File: src/logic/rcs_defs.svh
// Purpose: constants for the remote counter word interface
// Assumes: word indices are relative to the selected bank
// Notes:   timing counts are in 5 ns clock cycles
`ifndef RCS_DEFS_SVH
`define RCS_DEFS_SVH

// word indices within a bank, and the bank shift
`define RCS_W_HIGH       3'h0
`define RCS_W_LOW        3'h1
`define RCS_W_EXTRA      3'h2
`define RCS_W_STATUS     3'h3
`define RCS_W_DIAG       3'h4
`define RCS_W_CMD        3'h0
`define RCS_W_PAR1       3'h1
`define RCS_W_PAR2       3'h2
`define RCS_BANK_SHIFT   4'h8

// command codes
`define RCS_CMD_NONE     16'h0000
`define RCS_CMD_THR1     16'h0001
`define RCS_CMD_THR2     16'h0002
`define RCS_CMD_SETPT    16'h0003
`define RCS_CMD_WINDOW   16'h0004
`define RCS_CMD_CLEAR    16'h0005
`define RCS_CMD_LOAD     16'h0006

// reset values
`define RCS_WINDOW_RESET 8'h02
`define RCS_COUNT_RESET  32'h0000_0000

// 16-bit wrap points of the low word, 32-bit wrap points of the whole count
`define RCS_LOW_MAX      16'h7fff
`define RCS_LOW_MIN      16'h8000
`define RCS_CNT_MAX      32'h7fff_ffff
`define RCS_CNT_MIN      32'h8000_0000

// timing: self-initialisation and command execution, in cycles
`define RCS_INIT_CYCLES  1000
`define RCS_CMD_CYCLES   4

`endif

File: src/logic/rcs_pkg.sv
// Purpose: types of the remote counter word interface
// Assumes: nothing
// Notes:   constants live in rcs_defs.svh
`default_nettype none
package rcs_pkg;
  typedef enum logic [1:0] {st_init, st_idle, st_busy} rcs_state_t;
endpackage
`default_nettype wire

File: src/logic/rcs_counter.sv
// Purpose: word interface and count logic of a remote high-speed counter
// Assumes: all inputs synchronous to clk; modes 1 to 3 (32-bit counting)
// Notes:   one-cycle read latency; commands run after a fixed delay
// Operation
// after init, counter and thresholds are zero and target window is two
// error indicator lit during self-initialisation, dark afterwards
// zero pulse acts only while reference point input is on, modes 1-3
// switch seven off counts all encoder edges times four
// switch five picks x2/x1, switch six rising/falling, only with seven on
// status bit 0 reads 0 while a command runs, 1 when free
// status bits 1-4 show set, reset, reference point, count valid inputs
// status bits 8-13 show the six comparison results in order
// status bit 14 shows count direction, 1 means incrementing
// count valid off forces binary outputs low, status stays live
// diagnosis bits 0-6 flag short circuit on each output
// over-temperature sets diagnosis bit 7 and forces outputs to zero
// diagnosis bit 15 flags counter range overflow or excess count rate
// diagnosis bit 8 reads 0 for 32-bit, 1 for two 16-bit words
// in two-word mode high word counts low-word overflows, signed
// low wrap up increments high word, wrap down decrements it
// five input and three output words, base switch shifts index by 8
// diagnosis bits 9-13 show rear switch positions, 1 means on
// host writes zero command before each new command, waits for free
// unused status bits and diagnosis bit 14 read zero
`timescale 1ns/1ps
`include "rcs_defs.svh"
`default_nettype none
module rcs_counter #(
  parameter int INIT_CYCLES = `RCS_INIT_CYCLES,
  parameter int CMD_CYCLES  = `RCS_CMD_CYCLES
) (
  // clock and reset
  input  wire logic        clk,
  input  wire logic        rst_n,
  // field bus words
  input  wire logic [3:0]  rd_idx,
  output logic      [15:0] rd_data,
  input  wire logic        wr_en,
  input  wire logic [3:0]  wr_idx,
  input  wire logic [15:0] wr_data,
  // base switches: bank select, 32-bit (1) or two-word (0)
  input  wire logic        base_bank_hi,
  input  wire logic        base_single32,
  // rear switches 1 to 8
  input  wire logic [8:1]  rear_sw,
  // counting and binary inputs
  input  wire logic        chan_a,
  input  wire logic        chan_b,
  input  wire logic        chan_c,
  input  wire logic        set_in,
  input  wire logic        reset_in,
  input  wire logic        reference_point_input,
  input  wire logic        count_valid,
  // protection sensing
  input  wire logic [6:0]  short_sense,
  input  wire logic        over_temp,
  input  wire logic        rate_high,
  // physical outputs
  output logic      [6:0]  bin_out,
  output logic             error_led
);

  // bank-relative word offset; bit 3 flags an index inside the bank
  function automatic logic [3:0] word_off(input logic [3:0] idx,
                                          input logic       hi);
    logic [3:0] rel;
    rel = idx - (hi ? `RCS_BANK_SHIFT : 4'h0);
    word_off = {(rel <= 4'h4), rel[2:0]};
  endfunction

  function automatic logic edge_ok(input logic prev, input logic cur,
                                   input logic all, input logic fall);
    edge_ok = (prev != cur) && (all || (cur == !fall));
  endfunction

  // returns {gt, eq}; equal means inside +/- half the target window
  function automatic logic [1:0] cmp(input logic [31:0] v,
                                     input logic [31:0] t,
                                     input logic [7:0]  win);
    logic signed [32:0] diff;
    logic signed [32:0] half;
    diff = $signed({v[31], v}) - $signed({t[31], t});
    half = $signed({26'h0, win[7:1]});
    cmp  = {(diff > half), (diff >= -half) && (diff <= half)};
  endfunction

  rcs_pkg::rcs_state_t state_r;
  logic [15:0] timer_r;
  logic [15:0] cmd_r;
  logic        armed_r;
  logic [15:0] par1_r;
  logic [15:0] par2_r;
  logic [31:0] cnt_r;
  logic [31:0] cnt_nxt;
  logic [31:0] thr1_r;
  logic [31:0] thr2_r;
  logic [31:0] setpt_r;
  logic [7:0]  win_r;
  logic        dir_r;
  logic        ovf_r;
  logic        a_p;
  logic        b_p;
  logic        c_p;
  logic        set_p;

  // write decode
  wire [3:0] wr_off   = word_off(wr_idx, base_bank_hi);
  wire       wr_cmd   = wr_en && wr_off[3] && wr_off[2:0] == `RCS_W_CMD;
  wire       wr_par1  = wr_en && wr_off[3] && wr_off[2:0] == `RCS_W_PAR1;
  wire       wr_par2  = wr_en && wr_off[3] && wr_off[2:0] == `RCS_W_PAR2;
  wire       cmd_zero = wr_data == `RCS_CMD_NONE;
  // a new command is taken only after a zero command and while free
  wire       cmd_take = wr_cmd && !cmd_zero && armed_r &&
                        state_r == rcs_pkg::st_idle;
  wire       cmd_exec = state_r == rcs_pkg::st_busy && timer_r == 16'h0;
  wire       running  = state_r != rcs_pkg::st_init;

  // edge qualification
  wire sel_all = !rear_sw[7];
  wire a_any   = a_p != chan_a;
  wire b_any   = b_p != chan_b;
  wire a_sel   = rear_sw[5] ? edge_ok(a_p, chan_a, 1'b0, rear_sw[6])
                            : a_any;
  wire enc_dir = chan_a ^ b_p;
  // encoder: all edges of both channels, or channel A only with sw7 on
  wire enc_ev  = sel_all ? (a_any || b_any) : a_sel;
  // a leading b counts up; testing against previous b serves both channels
  wire enc_up  = enc_ev && enc_dir;
  wire enc_dn  = enc_ev && !enc_up;
  wire ud_up   = edge_ok(a_p, chan_a, sel_all, rear_sw[6]);
  wire ud_dn   = edge_ok(b_p, chan_b, sel_all, rear_sw[6]);
  wire raw_up  = rear_sw[8] ? ud_up : enc_up;
  wire raw_dn  = rear_sw[8] ? ud_dn : enc_dn;
  wire inc_ev  = rear_sw[4] ? raw_dn : raw_up;
  wire dec_ev  = rear_sw[4] ? raw_up : raw_dn;
  wire step_up = running && count_valid && inc_ev && !dec_ev;
  wire step_dn = running && count_valid && dec_ev && !inc_ev;

  // zero pulse: falling C edge clears only with reference point on
  wire zero_ev = running && count_valid && reference_point_input &&
                 c_p && !chan_c;
  wire set_ev  = running && count_valid && set_in && !set_p;

  // step arithmetic; two-word mode carries low-word wraps upward
  wire        two_word = !base_single32;
  wire [15:0] lo       = cnt_r[15:0];
  wire [15:0] hi       = cnt_r[31:16];
  wire        lo_top   = lo == `RCS_LOW_MAX;
  wire        lo_bot   = lo == `RCS_LOW_MIN;
  wire [15:0] hi_up    = hi + {15'h0, lo_top};
  wire [15:0] hi_dn    = hi - {15'h0, lo_bot};
  wire [31:0] cnt_up   = two_word ? {hi_up, lo + 16'h1}
                                  : cnt_r + 32'h1;
  wire [31:0] cnt_dn   = two_word ? {hi_dn, lo - 16'h1}
                                  : cnt_r - 32'h1;
  wire wrap32 = !two_word && ((step_up && cnt_r == `RCS_CNT_MAX) ||
                              (step_dn && cnt_r == `RCS_CNT_MIN));

  always_comb
  begin
    cnt_nxt = cnt_r;
    if (cmd_exec && cmd_r == `RCS_CMD_CLEAR)
      cnt_nxt = `RCS_COUNT_RESET;
    else if (cmd_exec && cmd_r == `RCS_CMD_LOAD)
      cnt_nxt = {par1_r, par2_r};
    else if (running && reset_in)
      cnt_nxt = `RCS_COUNT_RESET;
    else if (set_ev)
      cnt_nxt = setpt_r;
    else if (zero_ev)
      cnt_nxt = `RCS_COUNT_RESET;
    else if (step_up)
      cnt_nxt = cnt_up;
    else if (step_dn)
      cnt_nxt = cnt_dn;
  end

  // comparisons; two-word mode compares the signed low word
  wire [31:0] cmp_val = two_word ? {{16{lo[15]}}, lo} : cnt_r;
  wire [1:0]  c_zero  = cmp(cmp_val, 32'h0, win_r);
  wire [1:0]  c_thr1  = cmp(cmp_val, thr1_r, win_r);
  wire [1:0]  c_thr2  = cmp(cmp_val, thr2_r, win_r);
  wire [6:0]  out_int = {dir_r, c_thr2[1], c_thr2[0], c_thr1[1],
                         c_thr1[0], c_zero[1], c_zero[0]};

  // status and diagnosis words
  wire [15:0] stat_w = {1'b0, out_int, 3'h0,
                        count_valid, reference_point_input,
                        reset_in, set_in,
                        state_r == rcs_pkg::st_idle};
  wire [15:0] diag_w = {ovf_r, 1'b0,
                        rear_sw[4], rear_sw[5], rear_sw[8],
                        rear_sw[7], rear_sw[6],
                        two_word,
                        over_temp, short_sense};
  wire [3:0]  rd_off = word_off(rd_idx, base_bank_hi);
  logic [15:0] rd_mux;

  always_comb
  begin
    rd_mux = 16'h0;
    if (rd_off[3])
    begin
      unique case (rd_off[2:0])
        `RCS_W_HIGH:   rd_mux = hi;
        `RCS_W_LOW:    rd_mux = lo;
        `RCS_W_EXTRA:  rd_mux = hi;
        `RCS_W_STATUS: rd_mux = stat_w;
        default:       rd_mux = diag_w;
      endcase
    end
  end

  // state machine: init, then idle/busy per command
  always_ff @(posedge clk)
  begin
    if (!rst_n)
    begin
      state_r <= rcs_pkg::st_init;
      timer_r <= 16'(INIT_CYCLES - 1);
    end
    else
    begin
      unique case (state_r)
        rcs_pkg::st_init:
          if (timer_r == 16'h0)
            state_r <= rcs_pkg::st_idle;
          else
            timer_r <= timer_r - 16'h1;
        rcs_pkg::st_idle:
          if (cmd_take)
          begin
            state_r <= rcs_pkg::st_busy;
            timer_r <= 16'(CMD_CYCLES - 1);
          end
        rcs_pkg::st_busy:
          if (timer_r == 16'h0)
            state_r <= rcs_pkg::st_idle;
          else
            timer_r <= timer_r - 16'h1;
      endcase
    end
  end

  // bus words and command effects; reset gives the power-on values
  always_ff @(posedge clk)
  begin
    if (!rst_n)
    begin
      armed_r <= 1'b0;
      cmd_r   <= `RCS_CMD_NONE;
      par1_r  <= 16'h0;
      par2_r  <= 16'h0;
      thr1_r  <= `RCS_COUNT_RESET;
      thr2_r  <= `RCS_COUNT_RESET;
      setpt_r <= `RCS_COUNT_RESET;
      win_r   <= `RCS_WINDOW_RESET;
    end
    else
    begin
      if (wr_cmd && cmd_zero)
        armed_r <= 1'b1;
      else if (cmd_take)
        armed_r <= 1'b0;
      if (cmd_take)
        cmd_r <= wr_data;
      if (wr_par1)
        par1_r <= wr_data;
      if (wr_par2)
        par2_r <= wr_data;
      if (cmd_exec && cmd_r == `RCS_CMD_THR1)
        thr1_r <= {par1_r, par2_r};
      if (cmd_exec && cmd_r == `RCS_CMD_THR2)
        thr2_r <= {par1_r, par2_r};
      if (cmd_exec && cmd_r == `RCS_CMD_SETPT)
        setpt_r <= {par1_r, par2_r};
      if (cmd_exec && cmd_r == `RCS_CMD_WINDOW)
        win_r <= par2_r[7:0];
    end
  end

  always_ff @(posedge clk)
  begin
    if (!rst_n)
    begin
      cnt_r <= `RCS_COUNT_RESET;
      dir_r <= 1'b1;
      a_p   <= 1'b0;
      b_p   <= 1'b0;
      c_p   <= 1'b0;
      set_p <= 1'b0;
    end
    else
    begin
      cnt_r <= cnt_nxt;
      a_p   <= chan_a;
      b_p   <= chan_b;
      c_p   <= chan_c;
      set_p <= set_in;
      if (step_up || step_dn)
        dir_r <= step_up;
    end
  end

  // overflow is sticky; a clear or load command drops it, but an event
  // in the same cycle wins
  always_ff @(posedge clk)
  begin
    if (!rst_n)
      ovf_r <= 1'b0;
    else if (wrap32 || rate_high)
      ovf_r <= 1'b1;
    else if (cmd_exec && (cmd_r == `RCS_CMD_CLEAR ||
                          cmd_r == `RCS_CMD_LOAD))
      ovf_r <= 1'b0;
  end

  // outputs registered; valid off or overheat forces all binary outputs low
  always_ff @(posedge clk)
  begin
    if (!rst_n)
    begin
      bin_out   <= 7'h0;
      error_led <= 1'b1;
      rd_data   <= 16'h0;
    end
    else
    begin
      bin_out   <= (count_valid && !over_temp && running)
                   ? out_int : 7'h0;
      error_led <= state_r == rcs_pkg::st_init;
      rd_data   <= rd_mux;
    end
  end
endmodule
`default_nettype wire

File: config.mk
export PLATFORM = sky130hd
export DESIGN_NAME = rcs_counter
export DESIGN_NICKNAME = d
export VERILOG_FILES = /design/src/logic/rcs_pkg.sv /design/src/logic/rcs_counter.sv
export VERILOG_INCLUDE_DIRS = /design/src /design/src/logic
export SDC_FILE = /design/constraint.sdc
export NUM_CORES = 1
export LEC_CHECK = 0
export BUFFER_PORTS_ARGS = -buffer_cell sky130_fd_sc_hd__buf_4
export CORE_UTILIZATION = 64
export CTS_CLUSTER_DIAMETER = 150
export DETAILED_ROUTE_END_ITERATION = 6
export PLACE_DENSITY = 0.82
export SLEW_MARGIN = 20
export SYNTH_ARGS = -nofsm -noshare
export SYNTH_HDL_FRONTEND = slang
export SYNTH_SLANG_ARGS = --single-unit
File: constraint.sdc
create_clock -name clk -period 6.44 [get_ports clk]
set_clock_uncertainty 0.1 [all_clocks]
set_input_delay 0.322 -clock clk [delete_from_list [all_inputs] [get_ports clk]]
set_output_delay 0.322 -clock clk [all_outputs]
set_load 0.02 [all_outputs]
==> impl_metrics.csv, run 1 <==
group,metric,value,unit
outcome,status,"finished with violations",
outcome,violations,"DRC",
yosys,synth_flop_cell,"dfxtp_1",
clocking,tritoncts,"built",
sta,drv_slew,0,
setup_path,worst_path_largest_cell_delay,0.53,ns
die,rows,60,
global_routing,grt_pass1_vias,16700,
sta,slew-limit-headroom,0.293,
finish,stdcell_count,2726,
setup_path,cpMaxStageDelayCell,"a2111oi_0",
sta,fin_crit_sh,0.860,
global_routing,grt-ovfl-total,0,
finish,final_common_cell,"nand2_1",
sta,fmax,181,MHz
placed_design,dp.cells,2648,
global_routing,use_met2,0.644,
clocking,root_buffer,"clkbuf_16",
finish,nets,2579,
placed_design,finalWeightedCongestion,0.987,
finish,layout_common_cells,"nand2_1 (313), dfxtp_1 (232), ha_1 (190)",
yosys,synth_nets,2538,
run,max_cap_viol_count,0,
global_routing,grt_max_degree,91,
finish,drive_gt1_frac,0.0816,
setup_path,end_kind,"flop",
clocking,clk_latency,0.55,ns
detailed_routing,drt-wirelength-per-cell,21.6,um
sta,setup_slack,0.901,ns
setup_path,cp_max_fo,6,
yosys,yosysWarnings,0,
finish,regArea,4640,um2
placed_design,dp_hpwl,43000,um
yosys,async_flop_share,0,
global_routing,grt_pass1_wl,91200,um
placed_design,preCtsSetupSlack,0.991,ns
global_routing,met1_usage,0.534,
setup_path,cp.required,6.81,ns
global_routing,grt_use_total,0.406,
detailed_routing,drt_wl_total,58900,um
pwr,cellPowerDensity,162,nW/um2
detailed_routing,first_pass_iters,7,
detailed_routing,drt_iter0_markers,1947,
die,die-area,28600,um2
die,die_height,169,um
yosys,syn_avg_cell_area,7.79,um2
detailed_routing,vias_per_cell,6.57,
placed_design,io_buffer_count,73,
yosys,synth_edf_count,0,
sta,worstMarginPinSlew,1.05,ns
clocking,cts_max_path_buffers,3,
sta,period_minus_slack,5.54,ns
finish,syn_to_final_growth,11.6,%
clocking,h-tree-depth,1,
die,die_width,169,um
finish,final_area,19900,um2
pwr,p_leak,0.00903,uW
detailed_routing,route.detailed.drc,5,
sta,hold_violations,0,
detailed_routing,ant_nets,0,
finish,antenna_cells,0,
setup_path,arrival,5.91,ns
global_routing,busiest_layer,"met2",
die,ios,77,
finish,multi_input_area,12400,um2
die,core,27200,um2
pwr,ir_drop,0.246,mV
setup_path,path_buf_inv,2,
sta,rsz0062_at_grt,"false",
yosys,ys_ff_latch,232,
clocking,path_clk_slew,0.07,ns
hold_path,hold_class,"input port to flop",
setup_path,critical-path-top-delay-family,"compound AO/OA/AOI/OAI gates",
sta,finalSetupTns,0,ns
yosys,syn_inst,2293,
die,start_util,0.657,
sta,setup_viol,0,
setup_path,cp_cell_sequence,"inv_1 > buf_4 > ha_1 > fa_1 > nand2b_1 > a21oi_2 > o211ai_2 > a221o_1 > a2111oi_0 > ha_1 > nand2_1 > nor4_1 > nand2_1 > or4_1 > a2111oi_0 > o41a_1 > a41o_1 > a41o_1",
clocking,cts_sinks,232,
clocking,cts_buffers,26,
detailed_routing,via_count,17900,
yosys,seq_area_frac_synth,0.260,
global_routing,grt_util_met3,0.0788,
global_routing,antenna_found_initial,0,
setup_path,startpoint_type,"flop",
setup_path,path_class,"flop to flop",
yosys,synthDistinctLibCells,92,
placed_design,dpl_cell_area,18700,um2
finish,fillers,2110,
yosys,syn_area,17900,um2
## kinds of logic after synthesis
family          synth area share
flops                      0.260
simple gates               0.240
fa+ha+maj                  0.135
buf+inv                   0.0502
mux                       0.0485
compound gates             0.229
xor+xnor                  0.0368
## final timing paths
path / startpoint / endpoint / slack (ns) / cells after the start
setup / recovery: cnt_r[0]$_SDFFE_PP0P_ / rd_data[12]$_SDFF_PN0_ / 0.90 / 18
hold reg to reg: setpt_r[29]$_SDFFE_PN0P_ / setpt_r[29]$_SDFFE_PN0P_ / 0.36 / 2
hold / removal: rd_idx[2] / rd_data[9]$_SDFF_PN0_ / 0.1 / 3
setup reg to reg: cnt_r[0]$_SDFFE_PP0P_ / rd_data[12]$_SDFF_PN0_ / 0.90 / 18
## Yosys cell counts, types with 17 or more instances
cell	n	share of area
nor2_1	131	0.028
nand3_1	50	0.014
xnor2_1	52	0.025
a21o_1	33	0.014
nand2b_1	26	0.0091
nand2_1	314	0.066
a21oi_1	153	0.043
a21boi_0	76	0.032
mux2i_1	84	0.047
or4_1	17	0.0071
a31oi_1	24	0.0084
inv_1	104	0.022
o21ai_0	108	0.030
ha_1	190	0.13
and3_1	20	0.0070
o21a_1	17	0.0071
o211ai_1	26	0.011
and2_1	18	0.0063
clkbuf_1	107	0.022
xor2_1	23	0.011
nor3_1	68	0.019
a211oi_1	21	0.0088
nor4_1	35	0.012
dfxtp_1	232	0.26
nor2b_1	90	0.032
nand4_1	38	0.013
## layout make-up
type / instances / area share
multi-input combinational: 1829 / 0.620
clock buffer: 36 / 0.0370
sequential: 232 / 0.233
tap: 372 / 0.0233
timing repair buffer: 141 / 0.0569
inverter: 104 / 0.0196
clock inverter: 12 / 0.00992
## repair_timing
item	4_1_cts	5_1_grt
hold buffers	30	0
setup buffers	0	0
endpoints found under the hold margin	52	0
resized for setup	0	0
## flip-flops by register name, indices dropped and copies added, names as in the netlist, 2 cells and up
| signal | cells |
|---|---|
| win_r | 7 |
| cnt_r | 32 |
| timer_r | 16 |
| state_r | 2 |
| bin_out | 7 |
| par2_r | 16 |
| cmd_r | 16 |
| rd_data | 16 |
| par1_r | 16 |
| setpt_r | 32 |
| thr2_r | 32 |
| thr1_r | 32 |
## worst register-to-register path, stage by stage (launching register included)
cell and delay, ns:
dfxtp_1 0.48, inv_1 0.13, buf_4 0.19, ha_1 0.21, fa_1 0.40, nand2b_1 0.20
a21oi_2 0.26, o211ai_2 0.16, a221o_1 0.33, a2111oi_0 0.53, ha_1 0.24, nand2_1 0.07
nor4_1 0.34, nand2_1 0.11, or4_1 0.53, a2111oi_0 0.50, o41a_1 0.38, a41o_1 0.21
a41o_1 0.09
## power breakdown
part	internal, uW	total [uW]	switching (uW)	leakage, uW
Clock	969	1600	635	0.000451
Combinational	76.6	165	88.2	0.00671
Sequential	1440	1460	11.9	0.00187
Total	2490	3230	735	0.00903
## per-stage QoR
| stage | utilization | hold WS (ns) | total power (uW) |
|---|---|---|---|
| finish | 0.734 | 0.0970 | 3230 |
| global route | 0.734 | 0.0951 | 3300 |
| CTS | 0.734 | 0.0775 | 3220 |
| detailed placement | 0.688 | 0.346 | 1630 |
| global placement | 0.688 | 0.340 | 1630 |
| floorplan | - | 0.334 | 1570 |
## per-layer routing
layer / wire [um] / vias to the layer above
li1: - / 8369
met1: 24400 / 8464
met2: 25800 / 899
met3: 5800 / 168
met4: 2830 / 0
met5: 0 / -
Power figures use the tool's default switching activity.
==> run 2: changes to the inputs <==
- CELL_PAD_IN_SITES_DETAIL_PLACEMENT: not set -> 2
- CELL_PAD_IN_SITES_GLOBAL_PLACEMENT: not set -> 2
- CORE_UTILIZATION: 64 -> 38
- PLACE_DENSITY: 0.82 -> not set
- PLACE_DENSITY_LB_ADDON: not set -> 0.1
==> impl_metrics.csv, run 2 (same netlist as run 1, synthesis figures left out) <==
group,metric,value,unit
die,die_height,219,um
sta,drv_slew,0,
sta,period_minus_slack,5.77,ns
sta,fmax,173,MHz
global_routing,grt_use_total,0.317,
sta,hold_violations,0,
setup_path,reg2reg_from,"cnt_r[0]$_SDFFE_PP0P_",
finish,antenna_cells,0,
detailed_routing,first_pass_iters,6,
hold_path,hold_path_end,"rd_data[9]$_SDFF_PN0_",
sta,worstMarginPinSlew,0.995,ns
setup_path,r2r_cells,16,
die,core,46500,um2
clocking,postCtsSetupBuffers,0,
die,die-area,47900,um2
setup_path,arrival,6.13,ns
hold_path,hp-start,"rd_idx[2]",
clocking,h-tree-depth,1,
global_routing,grt_max_degree,97,
setup_path,r2r-end,"rd_data[11]$_SDFF_PN0_",
pwr,p_sw,801,uW
clocking,cts_hold_buf,30,
detailed_routing,drt_iter0_markers,855,
placed_design,preCtsSetupSlack,0.733,ns
pwr,seq_power_share,0.422,
setup_path,cp_cell_sequence,"inv_1 > ha_1 > fa_1 > nand2b_1 > a21oi_1 > nor2b_1 > xnor2_1 > ha_1 > a2111oi_0 > a21o_1 > o2111ai_1 > or4_1 > or4_1 > a2111oi_1 > nand3_1 > a31o_2",
setup_path,end_kind,"flop",
hold_path,hold_class,"input port to flop",
sta,slew-limit-headroom,0.334,
placed_design,dp_hpwl,56800,um
finish,final_common_cell,"nand2_1",
setup_path,startpoint_type,"flop",
outcome,status,"finished clean",
detailed_routing,drt_wl_total,76400,um
finish,nets,2579,
pwr,p_leak,0.00910,uW
setup_path,critical-path-top-delay-family,"compound AO/OA/AOI/OAI gates",
clocking,cts_resized,0,
clocking,path_clk_slew,0.06,ns
setup_path,worst_path_largest_cell_delay,0.66,ns
clocking,cts_buffers,29,
sta,fin_crit_sh,0.895,
pwr,combPwrFrac,0.050,
pwr,ir_drop,0.208,mV
finish,utilization,0.438,
clocking,clk_latency,0.59,ns
finish,layout_common_cells,"nand2_1 (312), dfxtp_1 (232), ha_1 (190)",
sta,setup_slack,0.674,ns
placed_design,io_buffer_count,73,
sta,setup_viol,0,
clocking,root_buffer,"clkbuf_16",
setup_path,cpMaxStageDelayCell,"a2111oi_1",
detailed_routing,ant_nets,0,
global_routing,grt-ovfl-total,0,
setup_path,cp.required,6.80,ns
detailed_routing,route.detailed.drc,0,
pwr,p_int,2650,uW
global_routing,grt_pass1_wl,116000,um
sta,finalSetupTns,0,ns
die,rows,79,
clocking,cts_max_path_buffers,3,
hold_path,holdPathStages,3,
placed_design,finalWeightedCongestion,0.890,
clocking,tritoncts,"built",
detailed_routing,via_count,18000,
sta,rsz0062_at_grt,"false",
global_routing,grt_pass1_vias,19400,
pwr,cellPowerDensity,170,nW/um2
die,start_util,0.384,
global_routing,antenna_found_initial,0,
clocking,cts_sinks,232,
setup_path,cp_max_fo,6,
pwr,swShare,0.232,
finish,drive_gt1_frac,0.0849,
setup_path,path_class,"flop to flop",
finish,syn_to_final_growth,14.0,%
pwr,p_clk_frac,0.527,
die,ios,77,
setup_path,reg2reg_slack,0.67,ns
setup_path,path_buf_inv,1,
detailed_routing,drt-wirelength-per-cell,25.8,um
die,die_width,219,um
run,max_cap_viol_count,0,
detailed_routing,vias_per_cell,6.06,
[run 2: cell count changes in the layout (fill, tap and decap cells not counted), moves of 3 or more]
| cell | delta |
|---|---|
| clkbuf_1 | -3 |
| buf_4 | -3 |
| clkbuf_8 | +4 |
| clkbuf_16 | +3 |
[run 2: how the worst max path moves through the flow]
| stage | startpoint | end | cells past startpoint |
|---|---|---|---|
| floorplan | base_single32 | rd_data[12]$_SDFF_PN0_ | 22 |
| global placement | base_single32 | rd_data[12]$_SDFF_PN0_ | 21 |
| detailed placement | cnt_r[0]$_SDFFE_PP0P_ | rd_data[11]$_SDFF_PN0_ | 16 |
| CTS | cnt_r[0]$_SDFFE_PP0P_ | rd_data[11]$_SDFF_PN0_ | 16 |
| global route | cnt_r[0]$_SDFFE_PP0P_ | rd_data[12]$_SDFF_PN0_ | 17 |
| finish | cnt_r[0]$_SDFFE_PP0P_ | rd_data[11]$_SDFF_PN0_ | 16 |
[run 2: metal layers]
| metal | vias to the layer above | part of all wire | GRT usage | wire [um] |
|---|---|---|---|---|
| met5 | - | 0 | 0 | 0 |
| met4 | 0 | 0.040 | 0.121 | 3060 |
| met2 | 350 | 0.47 | 0.533 | 36000 |
| met3 | 149 | 0.047 | 0.0523 | 3560 |
| met1 | 9095 | 0.44 | 0.403 | 33800 |
| li1 | 8358 | - | - | - |
[run 2: layout make-up]
| type | count | area, um2 |
|---|---|---|
| clock buffer | 40 | 857 |
| clock inverter | 13 | 214 |
| fill | 5304 | 26100 |
| inverter | 104 | 390 |
| multi-input combinational | 1829 | 12400 |
| sequential | 232 | 4640 |
| tap | 607 | 759 |
| timing repair buffer | 138 | 1110 |
[run 2: tightest hold or removal path, cell delays in order]
cell and delay [ns]:
buf_4 0.22, nand2_1 0.10, a21oi_1 0.05
[run 2: power by group through the flow]
stage	registers, uW	clock network, uW	logic [uW]
detailed placement	1490	0	154
global placement	1490	0	149
finish	1460	1820	174
global route	1460	1900	185
CTS	1460	1850	171
floorplan	1490	0	82.1
[run 2: through the flow]
step                      area, um2  cells  hold slack, ns  total power, uW
final                         20400   2963          0.0702             3450
after global routing          20400   2963          0.0823             3550
after CTS                     20400   2963          0.0461             3480
after detailed placement      19000   2880           0.351             1640
after global placement        19000   2880           0.343             1640
after floorplan               17900   2293           0.334             1570
